===== src/core/dpa_regs.svh =====
`ifndef DPA_REGS_SVH
`define DPA_REGS_SVH

`define DPA_IR_LEN 5
`define DPA_IR_CAPTURE 5'h01
`define DPA_IR_BYPASS 5'h1F
`define DPA_IR_ADDRESS 5'h08
`define DPA_IR_DATA 5'h09
`define DPA_IR_FASTDATA 5'h0E

`define DPA_ADDR_W 32
`define DPA_DATA_W 32
`define DPA_ADDR_RST 32'h0000_0000
`define DPA_DATA_RST 32'h0000_0000

`define DPA_FAST_LO 32'hFF20_0000
`define DPA_FAST_HI 32'hFF20_000F

`define DPA_SZ_BYTE 2'h0
`define DPA_SZ_HALF 2'h1
`define DPA_SZ_WORD 2'h2
`define DPA_SZ_TRI 2'h3

`endif


===== src/core/dpa_pkg.sv =====
package dpa_pkg;

    typedef enum logic [3:0] {
        TAP_RESET, TAP_IDLE, TAP_SEL_DR, TAP_CAP_DR, TAP_SHIFT_DR, TAP_EXIT1_DR,
        TAP_PAUSE_DR, TAP_EXIT2_DR, TAP_UPD_DR, TAP_SEL_IR, TAP_CAP_IR, TAP_SHIFT_IR,
        TAP_EXIT1_IR, TAP_PAUSE_IR, TAP_EXIT2_IR, TAP_UPD_IR
    } tap_state_e;

    typedef struct packed {
        logic tck;
        logic tms;
        logic tdi;
    } jtag_in_s;

    typedef struct packed {
        logic valid;
        logic write;
        logic [1:0] size;
        logic [31:0] addr;
        logic [31:0] wdata;
    } cpu_req_s;

    typedef struct packed {
        logic [1:0] tck_s;
        logic [1:0] tms_s;
        logic [1:0] tdi_s;
        logic [1:0] end_s;
        logic tck_d;
        tap_state_e tap;
        logic [4:0] ir;
        logic [4:0] ir_sh;
        logic [32:0] dr_sh;
        logic tdo;
        logic tdo_oe;
        logic [31:0] addr;
        logic [31:0] data;
        logic pend;
        logic dir;
        logic [1:0] size;
        logic endian;
        logic end_taken;
        logic done;
    } state_s;

endpackage


===== src/core/debug_probe_access_regs.sv =====
`timescale 1ns/10ps
`include "dpa_regs.svh"

// Summary of operation
// - address register is 32 bits, selected by the address test instruction
// - address content counts as valid only while a processor access is pending
// - data register is 32 bits, selected by the data test instruction
// - processor store loads data register; shifted value valid only on pending write
// - data register keeps byte lanes exactly as on the internal bus
// - unused write lanes undefined; probe shifts zeros into unused read lanes
// - byte placement follows endianness taken from endian select input at power-up
// - valid byte count comes from the transfer size field of the control register
// - fast-transfer register is one bit, shifted in and out in the same scan
// - zero shifted in with success clears pending and shifts out a one
// - success needs a pending access inside window FF20_0000 to FF20_000F
// - one shifted in never completes; shifts out whether completion would succeed
// - processor stalls on window access with pending set until probe completes
// - download: probe data written on success, previous data shifted out not valid
// - upload: stored value shifted out, valid only when completion succeeds
// - failed check: no data action, pending unchanged, zero shifted out
// - fast-transfer instruction chains data register with the fast-transfer bit
// - reset-occurred flag plays no part in fast-transfer completion
// - pending access ends only by probe clearing pending, or by reset
// - processor write sets pending and direction, and loads the size field
module debug_probe_access_regs (
    input wire logic sys_clk,
    input wire logic rst,
    input wire dpa_pkg::jtag_in_s jtag_in,
    output logic tdo,
    output logic tdo_oe,
    input wire logic endian_select_input,
    input wire dpa_pkg::cpu_req_s cpu_req,
    input wire logic pend_clear,
    output logic cpu_done,
    output logic [31:0] cpu_rdata,
    output logic host_access_pending,
    output logic access_direction_flag,
    output logic [1:0] xfer_size,
    output logic [3:0] lane_mask,
    output logic big_endian
);
    import dpa_pkg::*;

    state_s s;
    state_s s_nxt;
    logic tck_rise;
    logic tck_fall;
    logic tms_q;
    logic tdi_q;
    logic fast_ok;
    logic is_fast;

    function automatic tap_state_e tap_next(input tap_state_e st, input logic m);
        tap_state_e n;
        n = st;
        case (st)
            TAP_RESET: begin
                n = TAP_IDLE;
                if (m) begin
                    n = TAP_RESET;
                end
            end
            TAP_IDLE: begin
                n = TAP_IDLE;
                if (m) begin
                    n = TAP_SEL_DR;
                end
            end
            TAP_SEL_DR: begin
                n = TAP_CAP_DR;
                if (m) begin
                    n = TAP_SEL_IR;
                end
            end
            TAP_CAP_DR: begin
                n = TAP_SHIFT_DR;
                if (m) begin
                    n = TAP_EXIT1_DR;
                end
            end
            TAP_SHIFT_DR: begin
                n = TAP_SHIFT_DR;
                if (m) begin
                    n = TAP_EXIT1_DR;
                end
            end
            TAP_EXIT1_DR: begin
                n = TAP_PAUSE_DR;
                if (m) begin
                    n = TAP_UPD_DR;
                end
            end
            TAP_PAUSE_DR: begin
                n = TAP_PAUSE_DR;
                if (m) begin
                    n = TAP_EXIT2_DR;
                end
            end
            TAP_EXIT2_DR: begin
                n = TAP_SHIFT_DR;
                if (m) begin
                    n = TAP_UPD_DR;
                end
            end
            TAP_UPD_DR: begin
                n = TAP_IDLE;
                if (m) begin
                    n = TAP_SEL_DR;
                end
            end
            TAP_SEL_IR: begin
                n = TAP_CAP_IR;
                if (m) begin
                    n = TAP_RESET;
                end
            end
            TAP_CAP_IR: begin
                n = TAP_SHIFT_IR;
                if (m) begin
                    n = TAP_EXIT1_IR;
                end
            end
            TAP_SHIFT_IR: begin
                n = TAP_SHIFT_IR;
                if (m) begin
                    n = TAP_EXIT1_IR;
                end
            end
            TAP_EXIT1_IR: begin
                n = TAP_PAUSE_IR;
                if (m) begin
                    n = TAP_UPD_IR;
                end
            end
            TAP_PAUSE_IR: begin
                n = TAP_PAUSE_IR;
                if (m) begin
                    n = TAP_EXIT2_IR;
                end
            end
            TAP_EXIT2_IR: begin
                n = TAP_SHIFT_IR;
                if (m) begin
                    n = TAP_UPD_IR;
                end
            end
            TAP_UPD_IR: begin
                n = TAP_IDLE;
                if (m) begin
                    n = TAP_SEL_DR;
                end
            end
            default: n = TAP_RESET;
        endcase
        return n;
    endfunction

    // valid lanes in little order, mirrored for big endian; data never moves
    function automatic logic [3:0] lanes(input logic [1:0] sz, input logic [1:0] a,
                                         input logic big);
        logic [3:0] m;
        m = 4'h0;
        case (sz)
            `DPA_SZ_BYTE: m = 4'(4'h1 << a);
            `DPA_SZ_HALF: m = a[1] ? 4'hC : 4'h3;
            `DPA_SZ_TRI: m = a[0] ? 4'hE : 4'h7;
            default: m = 4'hF;
        endcase
        if (big) begin
            m = {m[0], m[1], m[2], m[3]};
        end
        return m;
    endfunction

    assign tck_rise = s.tck_s[1] & ~s.tck_d;
    assign tck_fall = ~s.tck_s[1] & s.tck_d;
    assign tms_q = s.tms_s[1];
    assign tdi_q = s.tdi_s[1];
    assign is_fast = (s.ir == `DPA_IR_FASTDATA);
    // rocc is deliberately not an input here
    assign fast_ok = s.pend && (s.addr >= `DPA_FAST_LO) && (s.addr <= `DPA_FAST_HI);

    always_comb begin
        s_nxt = s;
        s_nxt.done = 1'b0;
        // two flops on every pin before use
        s_nxt.tck_s = {s.tck_s[0], jtag_in.tck};
        s_nxt.tms_s = {s.tms_s[0], jtag_in.tms};
        s_nxt.tdi_s = {s.tdi_s[0], jtag_in.tdi};
        s_nxt.end_s = {s.end_s[0], endian_select_input};
        s_nxt.tck_d = s.tck_s[1];

        // endianness is caught once after reset and then held
        if (!s.end_taken) begin
            s_nxt.endian = s.end_s[1];
            s_nxt.end_taken = 1'b1;
        end

        // processor side: a new access is only taken while none is pending
        if (cpu_req.valid && !s.pend) begin
            s_nxt.addr = cpu_req.addr;
            s_nxt.size = cpu_req.size;
            s_nxt.dir = cpu_req.write;
            s_nxt.pend = 1'b1;
            if (cpu_req.write) begin
                s_nxt.data = cpu_req.wdata;
            end
        end

        // the control register clearing pending completes the access
        if (pend_clear && s.pend) begin
            s_nxt.pend = 1'b0;
            s_nxt.done = 1'b1;
        end

        if (tck_rise) begin
            s_nxt.tap = tap_next(s.tap, tms_q);
            case (s.tap)
                TAP_RESET: begin
                    s_nxt.ir = `DPA_IR_BYPASS;
                end
                TAP_CAP_IR: begin
                    s_nxt.ir_sh = `DPA_IR_CAPTURE;
                end
                TAP_SHIFT_IR: begin
                    s_nxt.ir_sh = {tdi_q, s.ir_sh[4:1]};
                end
                TAP_UPD_IR: begin
                    s_nxt.ir = s.ir_sh;
                end
                TAP_CAP_DR: begin
                    if (s.ir == `DPA_IR_ADDRESS) begin
                        s_nxt.dr_sh = {1'b0, s.addr};
                    end else if (s.ir == `DPA_IR_DATA) begin
                        s_nxt.dr_sh = {1'b0, s.data};
                    end else if (is_fast) begin
                        // flag goes out first, then the held data
                        s_nxt.dr_sh = {s.data, fast_ok};
                    end else begin
                        s_nxt.dr_sh = 33'h0_0000_0000;
                    end
                end
                TAP_SHIFT_DR: begin
                    if (is_fast) begin
                        s_nxt.dr_sh = {tdi_q, s.dr_sh[32:1]};
                    end else if (s.ir == `DPA_IR_ADDRESS || s.ir == `DPA_IR_DATA) begin
                        s_nxt.dr_sh = {1'b0, tdi_q, s.dr_sh[31:1]};
                    end else begin
                        s_nxt.dr_sh = {32'h0000_0000, tdi_q};
                    end
                end
                TAP_UPD_DR: begin
                    // address is read only; shifted-in address bits are dropped
                    if (s.ir == `DPA_IR_DATA && s.pend && !s.dir) begin
                        s_nxt.data = s.dr_sh[31:0];
                    end else if (is_fast && !s.dr_sh[0] && fast_ok) begin
                        if (!s.dir) begin
                            s_nxt.data = s.dr_sh[32:1];
                        end
                        s_nxt.pend = 1'b0;
                        s_nxt.done = 1'b1;
                    end
                    // a one shifted in, or a failed check, leaves all untouched
                end
                default: begin
                end
            endcase
        end

        // output changes on the falling edge so the probe samples it stable
        if (tck_fall) begin
            if (s.tap == TAP_SHIFT_DR) begin
                s_nxt.tdo = s.dr_sh[0];
                s_nxt.tdo_oe = 1'b1;
            end else if (s.tap == TAP_SHIFT_IR) begin
                s_nxt.tdo = s.ir_sh[0];
                s_nxt.tdo_oe = 1'b1;
            end else begin
                s_nxt.tdo = 1'b0;
                s_nxt.tdo_oe = 1'b0;
            end
        end
    end

    always_ff @(posedge sys_clk) begin
        if (rst) begin
            s <= '0;
            s.tap <= TAP_RESET;
            s.ir <= `DPA_IR_BYPASS;
            s.addr <= `DPA_ADDR_RST;
            s.data <= `DPA_DATA_RST;
            // synchronisers run through reset so the endian level is settled at release
            s.tck_s <= s_nxt.tck_s;
            s.tms_s <= s_nxt.tms_s;
            s.tdi_s <= s_nxt.tdi_s;
            s.end_s <= s_nxt.end_s;
            s.tck_d <= s_nxt.tck_d;
        end else begin
            s <= s_nxt;
        end
    end

    assign tdo = s.tdo;
    assign tdo_oe = s.tdo_oe;
    assign cpu_done = s.done;
    assign cpu_rdata = s.data;
    assign host_access_pending = s.pend;
    assign access_direction_flag = s.dir;
    assign xfer_size = s.size;
    assign lane_mask = lanes(s.size, s.addr[1:0], s.endian);
    assign big_endian = s.endian;

endmodule


===== config.mk =====
export PLATFORM = sky130hd
export DESIGN_NAME = debug_probe_access_regs
export DESIGN_NICKNAME = d
export VERILOG_FILES = /design/src/core/dpa_pkg.sv /design/src/core/debug_probe_access_regs.sv
export VERILOG_INCLUDE_DIRS = /design/src /design/src/core
export SDC_FILE = /design/constraint.sdc
export NUM_CORES = 1
export LEC_CHECK = 0
export CORE_ASPECT_RATIO = 1.5
export CORE_UTILIZATION = 40
export DETAILED_ROUTE_END_ITERATION = 10
export DONT_BUFFER_PORTS = 1
export SLEW_MARGIN = 0
export SYNTH_ARGS = -nofsm -noshare
export SYNTH_HDL_FRONTEND = slang
export SYNTH_SLANG_ARGS = --single-unit

===== constraint.sdc =====
create_clock -name sys_clk -period 2.7 [get_ports sys_clk]
set_input_delay 0.27 -clock sys_clk [delete_from_list [all_inputs] [get_ports sys_clk]]
set_output_delay 0.27 -clock sys_clk [all_outputs]
set_load 0.01 [all_outputs]

==> out/results.tsv, run 1 <==
metric	value	unit
first-pass GRT wire length	30.8	mm
latest clock arrival within the worst-skew pair	0.42	ns
Design Power	4.89	mW
Post-synth EDFFs	0	
number of global-route vias before repair	5795	
max frequency	0.431	GHz
Post-DP HPWL	13.1	mm
run status	completed	
commonest cells after routing, fill and taps aside	dfxtp_1, mux2i_1, nand2_1	
Required @ worst endpoint	2.98	ns
cell count after synthesis	810	
layout cells sized above 1	12.5	%
Setup TNS Final	0	ns
register bit total from synthesis	129	
Max-slew headroom	48.6	%
Worst setup EP type	flop	
fin crit share	85.9	%
Die Wd	110	um
pwr dens	611	nW/um^2
Post-route DRC	0	
I/O pin total	119	
Vias	5933	
Yosys cell types	54	
row cnt	59	
Final Setup Violations	0	
Main synth FF type	dfxtp_1	
Hold Fails Final Rpt	0	
CTS tree	yes	
fin worst setup slack	0.380	ns
setup repair after global routing missed its margin	false	
Seq/Total Area, Yosys	36.6	%
GRT Util Overall	21.5	%
CTS clk-pin slew, worst paths	0.05	ns
chip height	165	um
initial antenna violation count	0	
average size of a mapped cell	8.71	um^2
asr flop ratio synth	0	%
max-cap violation count	0	
Final Skew	0.00713	ns
Avg WL per Cell	19.2	um
Placer Congestion	0.845	
Startpoint Class	flop	
Tmin final	2.32	ns
actual slew at the worst max-slew pin	0.761	ns
cell area after synthesis	7050	um^2
gr ovfl total	0	
Via density	5.89	
CTS max path bufs	2	
TritonCTS Buffers	17	
commonest non-fill, non-tap cell in the layout	dfxtp_1	
area of the multi-input gates	3860	um^2
Critical Path AT	2.60	ns
Final Max Slew Viols	0	
crit-path max FO	16	
Area Overhead vs Synth	13.5	%
starting density of the core	40.8	%
DP Worst Slack	0.408	ns
Layout fillers	1689	
syn_nets	885	
final hold slack	0.0159	ns
largest net degree at the start of global routing	104	
Root Driver	clkbuf_16	
H-tree depth	4	
total core area	17300	um^2
Peak VDD IR	0.449	mV
worst setup path class	reg -> reg	
yosys warns	0	
Leak Pwr	3.40	nW
IO buf count	0	
CTS resizes	0	
ANT nets after route	0	
Pre-antenna DRT Iters	4	
Storage cell area	2580	um^2
NumNets Final	856	
DRT iter0 DRCs	352	
Clock Sinks	129	
Die Footprint	18200	um^2
final WL	19.4	mm
Hold/Removal Path Class	in -> reg	
-- synth_stat cells, types with 3 or more instances --
master	n	area (um^2)
o21ai_0	10	50.1
nand4_1	3	18.8
a21oi_1	80	400
mux2i_1	98	981
xnor2_1	3	26.3
nor3_1	34	170
a22oi_1	3	22.5
dfxtp_1	129	2580
nor2b_1	5	31.3
o211ai_1	3	22.5
o2bb2ai_1	30	263
nor4_1	6	37.5
a221oi_1	31	272
o22ai_1	7	43.8
a221oi_2	32	480
nor2_1	85	319
inv_1	7	26.3
a211oi_1	4	30.0
buf_1	5	18.8
buf_6	3	33.8
clkbuf_1	47	176
nand2_1	85	319
nand3_1	7	35.0
buf_4	39	293
buf_2	17	85.1
-- cell families after synthesis --
group / share of synthesized area [%]
AO/OA/AOI/OAI: 24.1
XOR/XNOR: 0.621
buffers and inverters: 9.08
flip-flops: 36.6
multiplexers: 14.2
AND/OR/NAND/NOR: 15.4
-- sequential cells by signal, indices dropped and copies added, names as in the netlist --
register / cells
access_direction_flag: 1
s: 89
cpu_done: 1
host_access_pending: 1
tdo_oe: 1
tdo: 1
xfer_size: 2
cpu_rdata: 32
big_endian: 1
-- cell type report --
type                       instances  share of cell area, %
clock inverter                     8                   1.58
clock buffer                      24                   6.14
sequential                       129                   32.3
inverter                           9                  0.422
antenna                            1                 0.0313
multi-input combinational        561                   48.3
timing repair buffer              63                   7.94
tap                              213                   3.33
-- critical path, stage by stage (launching register included) --
cell,delay [ns]
dfxtp_1,0.61
inv_2,0.14
or3_1,0.45
a211o_1,0.42
buf_4,0.25
a221oi_1,0.23
nor3_1,0.08
-- what timing repair did --
item,in CTS,in global routing
hold endpoints to repair,117,0
endpoints found under the setup margin,0,0
setup buffers,0,0
hold buffers,38,0
-- worst paths after layout --
kind | from | endpoint | slack [ns] | depth (start not counted)
worst max-delay path | s[116] | s[77] | 0.38 | 6
worst min register to register | s[127] | s[128] | 0.33 | 0
worst min-delay path | cpu_req[48] | s[55] | 0.02 | 2
worst max register to register | s[116] | s[77] | 0.38 | 6
-- per-layer routing --
layer  global-route usage (%)  vias to the layer above  share of wire [%]
li1                         -                     2890                  -
met1                     23.9                     2887                 40
met2                     38.8                      132                 53
met3                     5.83                       24                4.5
met4                     8.55                        0                2.3
met5                        0                        -                  0
-- power breakdown --
group / internal [mW] / leakage, nW / total [mW] / switching [mW]
clock network: 1.55 / 0.293 / 2.39 / 0.842
logic: 0.188 / 2.05 / 0.422 / 0.235
registers: 1.98 / 1.05 / 2.08 / 0.103
total: 3.71 / 3.40 / 4.89 / 1.18
-- metrics by stage --
| step | util (%) | area (um^2) | instances |
|---|---|---|---|
| after detailed placement | 40.4 | 6990 | 937 |
| final | 46.3 | 8010 | 1008 |
| after global routing | 46.3 | 8000 | 1007 |
| after CTS | 46.3 | 8000 | 1007 |
| after floorplan | - | 7050 | 810 |
| after global placement | 40.4 | 6990 | 937 |
(Power assumes the default switching activity.)
==> run 2, diff against run 1 <==
CELL_PAD_IN_SITES_DETAIL_PLACEMENT = 1   (was not set)
CELL_PAD_IN_SITES_GLOBAL_PLACEMENT = 2   (was not set)
CORE_UTILIZATION = 38   (was 40)
GPL_ROUTABILITY_DRIVEN = 0   (was not set)
PLACE_DENSITY_LB_ADDON = 0.12   (was not set)
==> run 2 against run 1 <==
Compared with the run above:
- sequential share of layout area up 0.19 points
- design area decreased by 0.58%
- clock-buffer cell count decreased by 3
- utilization shrank 2.2 points
- register-to-register slack worse by 0.18 ns
- clock skew grew 0.0025 ns
- first-iteration DRC count down 41%
- clock power about the same
- highest routed layer unchanged
==> out/results.tsv, run 2 (synthesis gave the netlist of run 1 again) <==
metric	value	unit	change
Avg WL per Cell	21.8	um	+13%
Post-route DRC	0		unchanged
crit-path max FO	36		+20
NumNets Final	855		-0.12%
switch share	25.0	%	+0.93 points
Final Max Slew Viols	0		unchanged
starting density of the core	39.1	%	-1.7 points
actual slew at the worst max-slew pin	0.719	ns	-0.0424 ns
Clock Sinks	129		unchanged
Leak Pwr	3.38	nW	-0.53%
Layout fillers	2099		+24%
Tmin final	2.50	ns	+0.183 ns
largest net degree at the start of global routing	104		unchanged
CTS tree	yes		
TritonCTS Buffers	17		unchanged
setup repair after global routing missed its margin	false		
Required @ worst endpoint	3.00	ns	+0.02 ns
Clk pwr share	48.5	%	-0.4 points
Peak VDD IR	0.342	mV	-24%
number of global-route vias before repair	6666		+15%
initial antenna violation count	0		unchanged
register-to-register setup slack	0.20	ns	-0.18 ns
Die Wd	113	um	+2.5%
pwr dens	613	nW/um^2	+0.20%
Via density	6.08		+3.3%
final WL	22.0	mm	+14%
Largest register FFs	89		unchanged
total core area	18000	um^2	+4.3%
Hold Fails Final Rpt	0		unchanged
P_sw	1.22	mW	+3.5%
commonest cells after routing, fill and taps aside	dfxtp_1, mux2i_1, nand2_1		
max-cap violation count	0		unchanged
gr ovfl total	0		unchanged
Area Overhead vs Synth	12.9	%	
fin worst setup slack	0.197	ns	-0.183 ns
Flop pwr share	42.7	%	+0.2 points
Final Setup Violations	0		unchanged
CTS clk-pin slew, worst paths	0.06	ns	about the same
first-pass GRT wire length	35.6	mm	+16%
reg2reg end	cpu_rdata[5]		
layout cells sized above 1	12.5	%	+0.031 points
combinational power share	8.8	%	+0.2 points
crit path from	s[118]		
I/O pin total	119		unchanged
commonest non-fill, non-tap cell in the layout	dfxtp_1		
Die Footprint	19100	um^2	+5.2%
Worst R2R Path Depth	6		unchanged
run status	completed		
latest clock arrival within the worst-skew pair	0.41	ns	about the same
Top reg by flops	s		
Worst setup EP type	flop		
GRT Util Overall	23.9	%	+2.4 points
# diodes	0		-1
Critical Path AT	2.81	ns	+0.21 ns
H-tree depth	4		unchanged
chip height	169	um	+2.6%
DRT iter0 DRCs	206		-41%
Pre-antenna DRT Iters	4		unchanged
ANT nets after route	0		unchanged
CTS max path bufs	2		unchanged
Max-slew headroom	51.5	%	+2.9 points
Hold/Removal Path Class	in -> reg		
max frequency	0.399	GHz	-7.3%
critical path endpoint	cpu_rdata[5]		
Internal	3.65	mW	-1.6%
Reg2Reg Launch Point	s[118]		
Final Skew	0.00963	ns	+0.00250 ns
DP Worst Slack	0.409	ns	+0.000236 ns
Vias	6134		+3.4%
Root Driver	clkbuf_16		
Post-DP HPWL	14.4	mm	+10%
worst setup path class	reg -> reg		
Setup TNS Final	0	ns	unchanged
fin crit share	92.7	%	+6.8 points
Startpoint Class	flop		
row cnt	60		+1.7%
IO buf count	0		unchanged
[run 2: timing repair]
| action | in CTS | in global routing |
|---|---|---|
| setup endpoints to repair | 0 | 1 |
| endpoints found under the hold margin | 116 | 0 |
| buffers inserted | 0 | 0 |
| gates resized for setup | 0 | 1 |
| hold buffers | 38 | 0 |
[run 2: stage by stage]
stage / cells / utilization (%) / hold WS [ns] / cell area (um^2) / total power [mW]
floorplan: 810 / - / 0.298 / 7050 / 2.43
global placement: 940 / 38.6 / 0.298 / 6960 / 2.46
detailed placement: 940 / 38.6 / 0.298 / 6960 / 2.48
CTS: 1009 / 44.1 / 0.00399 / 7950 / 4.93
global route: 1009 / 44.2 / 0.0137 / 7960 / 5.06
finish: 1009 / 44.2 / 0.0134 / 7960 / 4.88
[run 2: worst min path at each step]
stage	from	end	slack, ns	cells past startpoint
6_report	cpu_req[37]	s[44]	0.01	2
5_1_grt	cpu_req[67]	host_access_pending	0.01	1
4_1_cts	cpu_req[37]	s[44]	0.004	2
3_5_place_dp	jtag_in[1]	s[125]	0.30	0
3_3_place_gp	jtag_in[0]	s[123]	0.30	0
2_1_floorplan	endian_select_input	s[121]	0.30	0
[run 2: power by group through the flow]
stage | Clock (mW) | Combinational, mW | Sequential (mW)
6_report | 2.36 | 0.430 | 2.08
5_1_grt | 2.49 | 0.476 | 2.09
4_1_cts | 2.41 | 0.435 | 2.08
3_5_place_dp | 0 | 0.355 | 2.12
3_3_place_gp | 0 | 0.340 | 2.12
2_1_floorplan | 0 | 0.361 | 2.06
[run 2: layout make-up]
type | count | area (um^2) | share of cell area [%]
multi-input combinational | 561 | 3870 | 48.6
sequential | 129 | 2580 | 32.5
timing repair buffer | 62 | 603 | 7.58
clock buffer | 21 | 460 | 5.79
tap | 217 | 272 | 3.41
clock inverter | 10 | 135 | 1.70
inverter | 9 | 33.8 | 0.424
[run 2: worst max-delay path, stage by stage, from the launching register on]
cell           delay (ns)
dfxtp_1              0.40
nor3b_1              0.62
nand3_4              0.16
buf_4                0.33
a21oi_1              0.21
a221oi_2             0.07
dlygate4sd3_1        0.57
[run 2: per-layer routing]
layer / part of all wire, % / up-vias / track usage [%]
li1: - / 2884 / -
met4: 2.5 / 0 / 9.84
met2: 52 / 112 / 42.8
met1: 42 / 3103 / 27.9
met5: 0 / - / 0
met3: 2.8 / 35 / 4.01
==> run 3, diff against run 2 <==
CORE_ASPECT_RATIO = not set   (was 1.5)
==> run 3 against run 2 <==
Compared with the run above:
- the flow now finishes with violations (design-rule violations)
- sequential power hardly changed
- first-iteration DRC count is 91% higher
- design area is 0.11% higher
- via count is 0.96% lower
- sequential share of layout area hardly changed
- clock power is 2% lower
- worst hold slack hardly changed
- combinational power hardly changed
- clock-buffer cell count is 4 lower
- critical endpoint is now s[78]
==> out/results.tsv, run 3 (synthesis gave the netlist of run 1 again) <==
metric	value	unit	change
Leak Pwr	3.38	nW	-0.17%
Final Skew	0.0124	ns	+0.00282 ns
NumNets Final	858		+0.35%
CTS tree	yes		
Required @ worst endpoint	2.99	ns	about the same
Avg WL per Cell	21.4	um	-1.9%
starting density of the core	39.0	%	-0.15 points
delay of the slowest critical-path stage	0.64	ns	+0.02 ns
pwr dens	605	nW/um^2	-1.2%
GRT Util Overall	23.7	%	-0.15 points
Setup TNS Final	0	ns	unchanged
Post-Layout Cell Count	1025		+1.6%
# diodes	0		unchanged
max-cap violation count	0		unchanged
Final Max Slew Viols	0		unchanged
Post-DP HPWL	14.4	mm	+0.42%
worst setup path class	reg -> reg		
H-tree depth	4		unchanged
commonest non-fill, non-tap cell in the layout	dfxtp_1		
number of global-route vias before repair	6543		-1.8%
Max-slew headroom	51.7	%	+0.26 points
largest net degree at the start of global routing	104		unchanged
CTS clk-pin slew, worst paths	0.06	ns	about the same
setup repair after global routing missed its margin	false		
Root Driver	clkbuf_16		
IO buf count	0		unchanged
Vias	6075		-0.96%
Hold Fails Final Rpt	0		unchanged
GRT met2 Usage	40.6	%	-2.2 points
layout cells sized above 1	13.2	%	+0.69 points
M1 GR Usage	29.0	%	+1.1 points
Die Footprint	19100	um^2	about the same
failing checks	design-rule violations		
GR peak layer	met2		
setup bufs post-CTS	0		unchanged
Post-route DRC	17		+17
initial antenna violation count	0		unchanged
Clock Sinks	129		unchanged
commonest cells after routing, fill and taps aside	dfxtp_1, mux2i_1, nand2_1		
fin crit share	89.3	%	-3.4 points
post-layout util	44.1	%	-0.12 points
Hold/Removal Path Class	in -> reg		
chip height	138	um	-18%
Largest register FFs	89		unchanged
first-pass GRT wire length	35.7	mm	+0.23%
Final Setup Violations	0		unchanged
Via density	5.93		-2.5%
sequence of cells on the critical path	inv_2, or3_1, a211o_1, buf_4, a221oi_1, nor3_1		
Pre-antenna DRT Iters	8		+4
Critical Path AT	2.70	ns	-0.11 ns
GR met3 Demand/Resource	5.65	%	+1.6 points
Tmin final	2.41	ns	-0.0910 ns
max frequency	0.415	GHz	+3.8%
latest clock arrival within the worst-skew pair	0.43	ns	+0.02 ns
TritonCTS Buffers	17		unchanged
Top reg by flops	s		
DRT iter0 DRCs	394		+91%
Worst setup EP type	flop		
Area Overhead vs Synth	13.0	%	
Cells after DPL	956		+1.7%
CP max stage cell	dfxtp_1		
Peak VDD IR	0.428	mV	+25%
run status	complete, but fails checks		
actual slew at the worst max-slew pin	0.715	ns	-0.00392 ns
gr ovfl total	0		unchanged
Startpoint Class	flop		
Die Wd	138	um	+22%
I/O pin total	119		unchanged
CP Buf/Inv Count	2		unchanged
crit-path max FO	18		-50%
final WL	21.9	mm	-0.35%
CTS max path bufs	2		unchanged
Crit path max-delay family	compound AO/OA/AOI/OAI gates		
ANT nets after route	0		unchanged
total core area	18100	um^2	+0.38%
row cnt	49		-18%
==> run 3: area by class of cell <==
type                       instances  area, um^2
inverter                           9        33.8
timing repair buffer              65         611
multi-input combinational        561        3860
clock buffer                      17         425
tap                              229         287
fill                            2051       10100
clock inverter                    15         163
sequential                       129        2580
==> run 3: final timing paths <==
| kind | from | end | slack [ns] | cells past startpoint |
|---|---|---|---|---|
| max | s[116] | s[78] | 0.29 | 6 |
| max reg2reg | s[116] | s[78] | 0.29 | 6 |
| min reg2reg | s[121] | s[122] | 0.33 | 0 |
| min | cpu_req[35] | s[42] | 0.01 | 2 |
==> run 3: report_power, final <==
part	switching [mW]	internal [mW]
sequential	0.105	1.98
clock	0.945	1.37
combinational	0.243	0.188
total	1.29	3.53
==> run 3: worst register-to-register path: cells and delay by family (launching register included) <==
kind	cells	cell delay (ns)
simple gates	2	0.55
compound gates	2	0.69
buf+inv	2	0.41
flops	1	0.64
==> run 3: per-stage QoR <==
stage	setup slack, ns	cell area, um^2	power (mW)	hold slack (ns)
2_1_floorplan	0.739	7050	2.43	0.298
3_3_place_gp	0.369	6990	2.46	0.298
3_5_place_dp	0.364	6990	2.48	0.298
4_1_cts	0.316	7970	4.88	0.00422
5_1_grt	0.130	7970	5.03	0.00663
6_report	0.288	7970	4.82	0.0133
==> run 3: layer usage <==
metal,routed length (um),vias to the layer above
met5,0,-
met4,329,0
met3,1200,18
met2,10700,149
met1,9680,3019
li1,-,2889
==> run 3: what timing repair did <==
action | 4_1_cts | 5_1_grt
hold buffers | 37 | 0
resized for setup | 0 | 0
hold endpoints to repair | 116 | 0
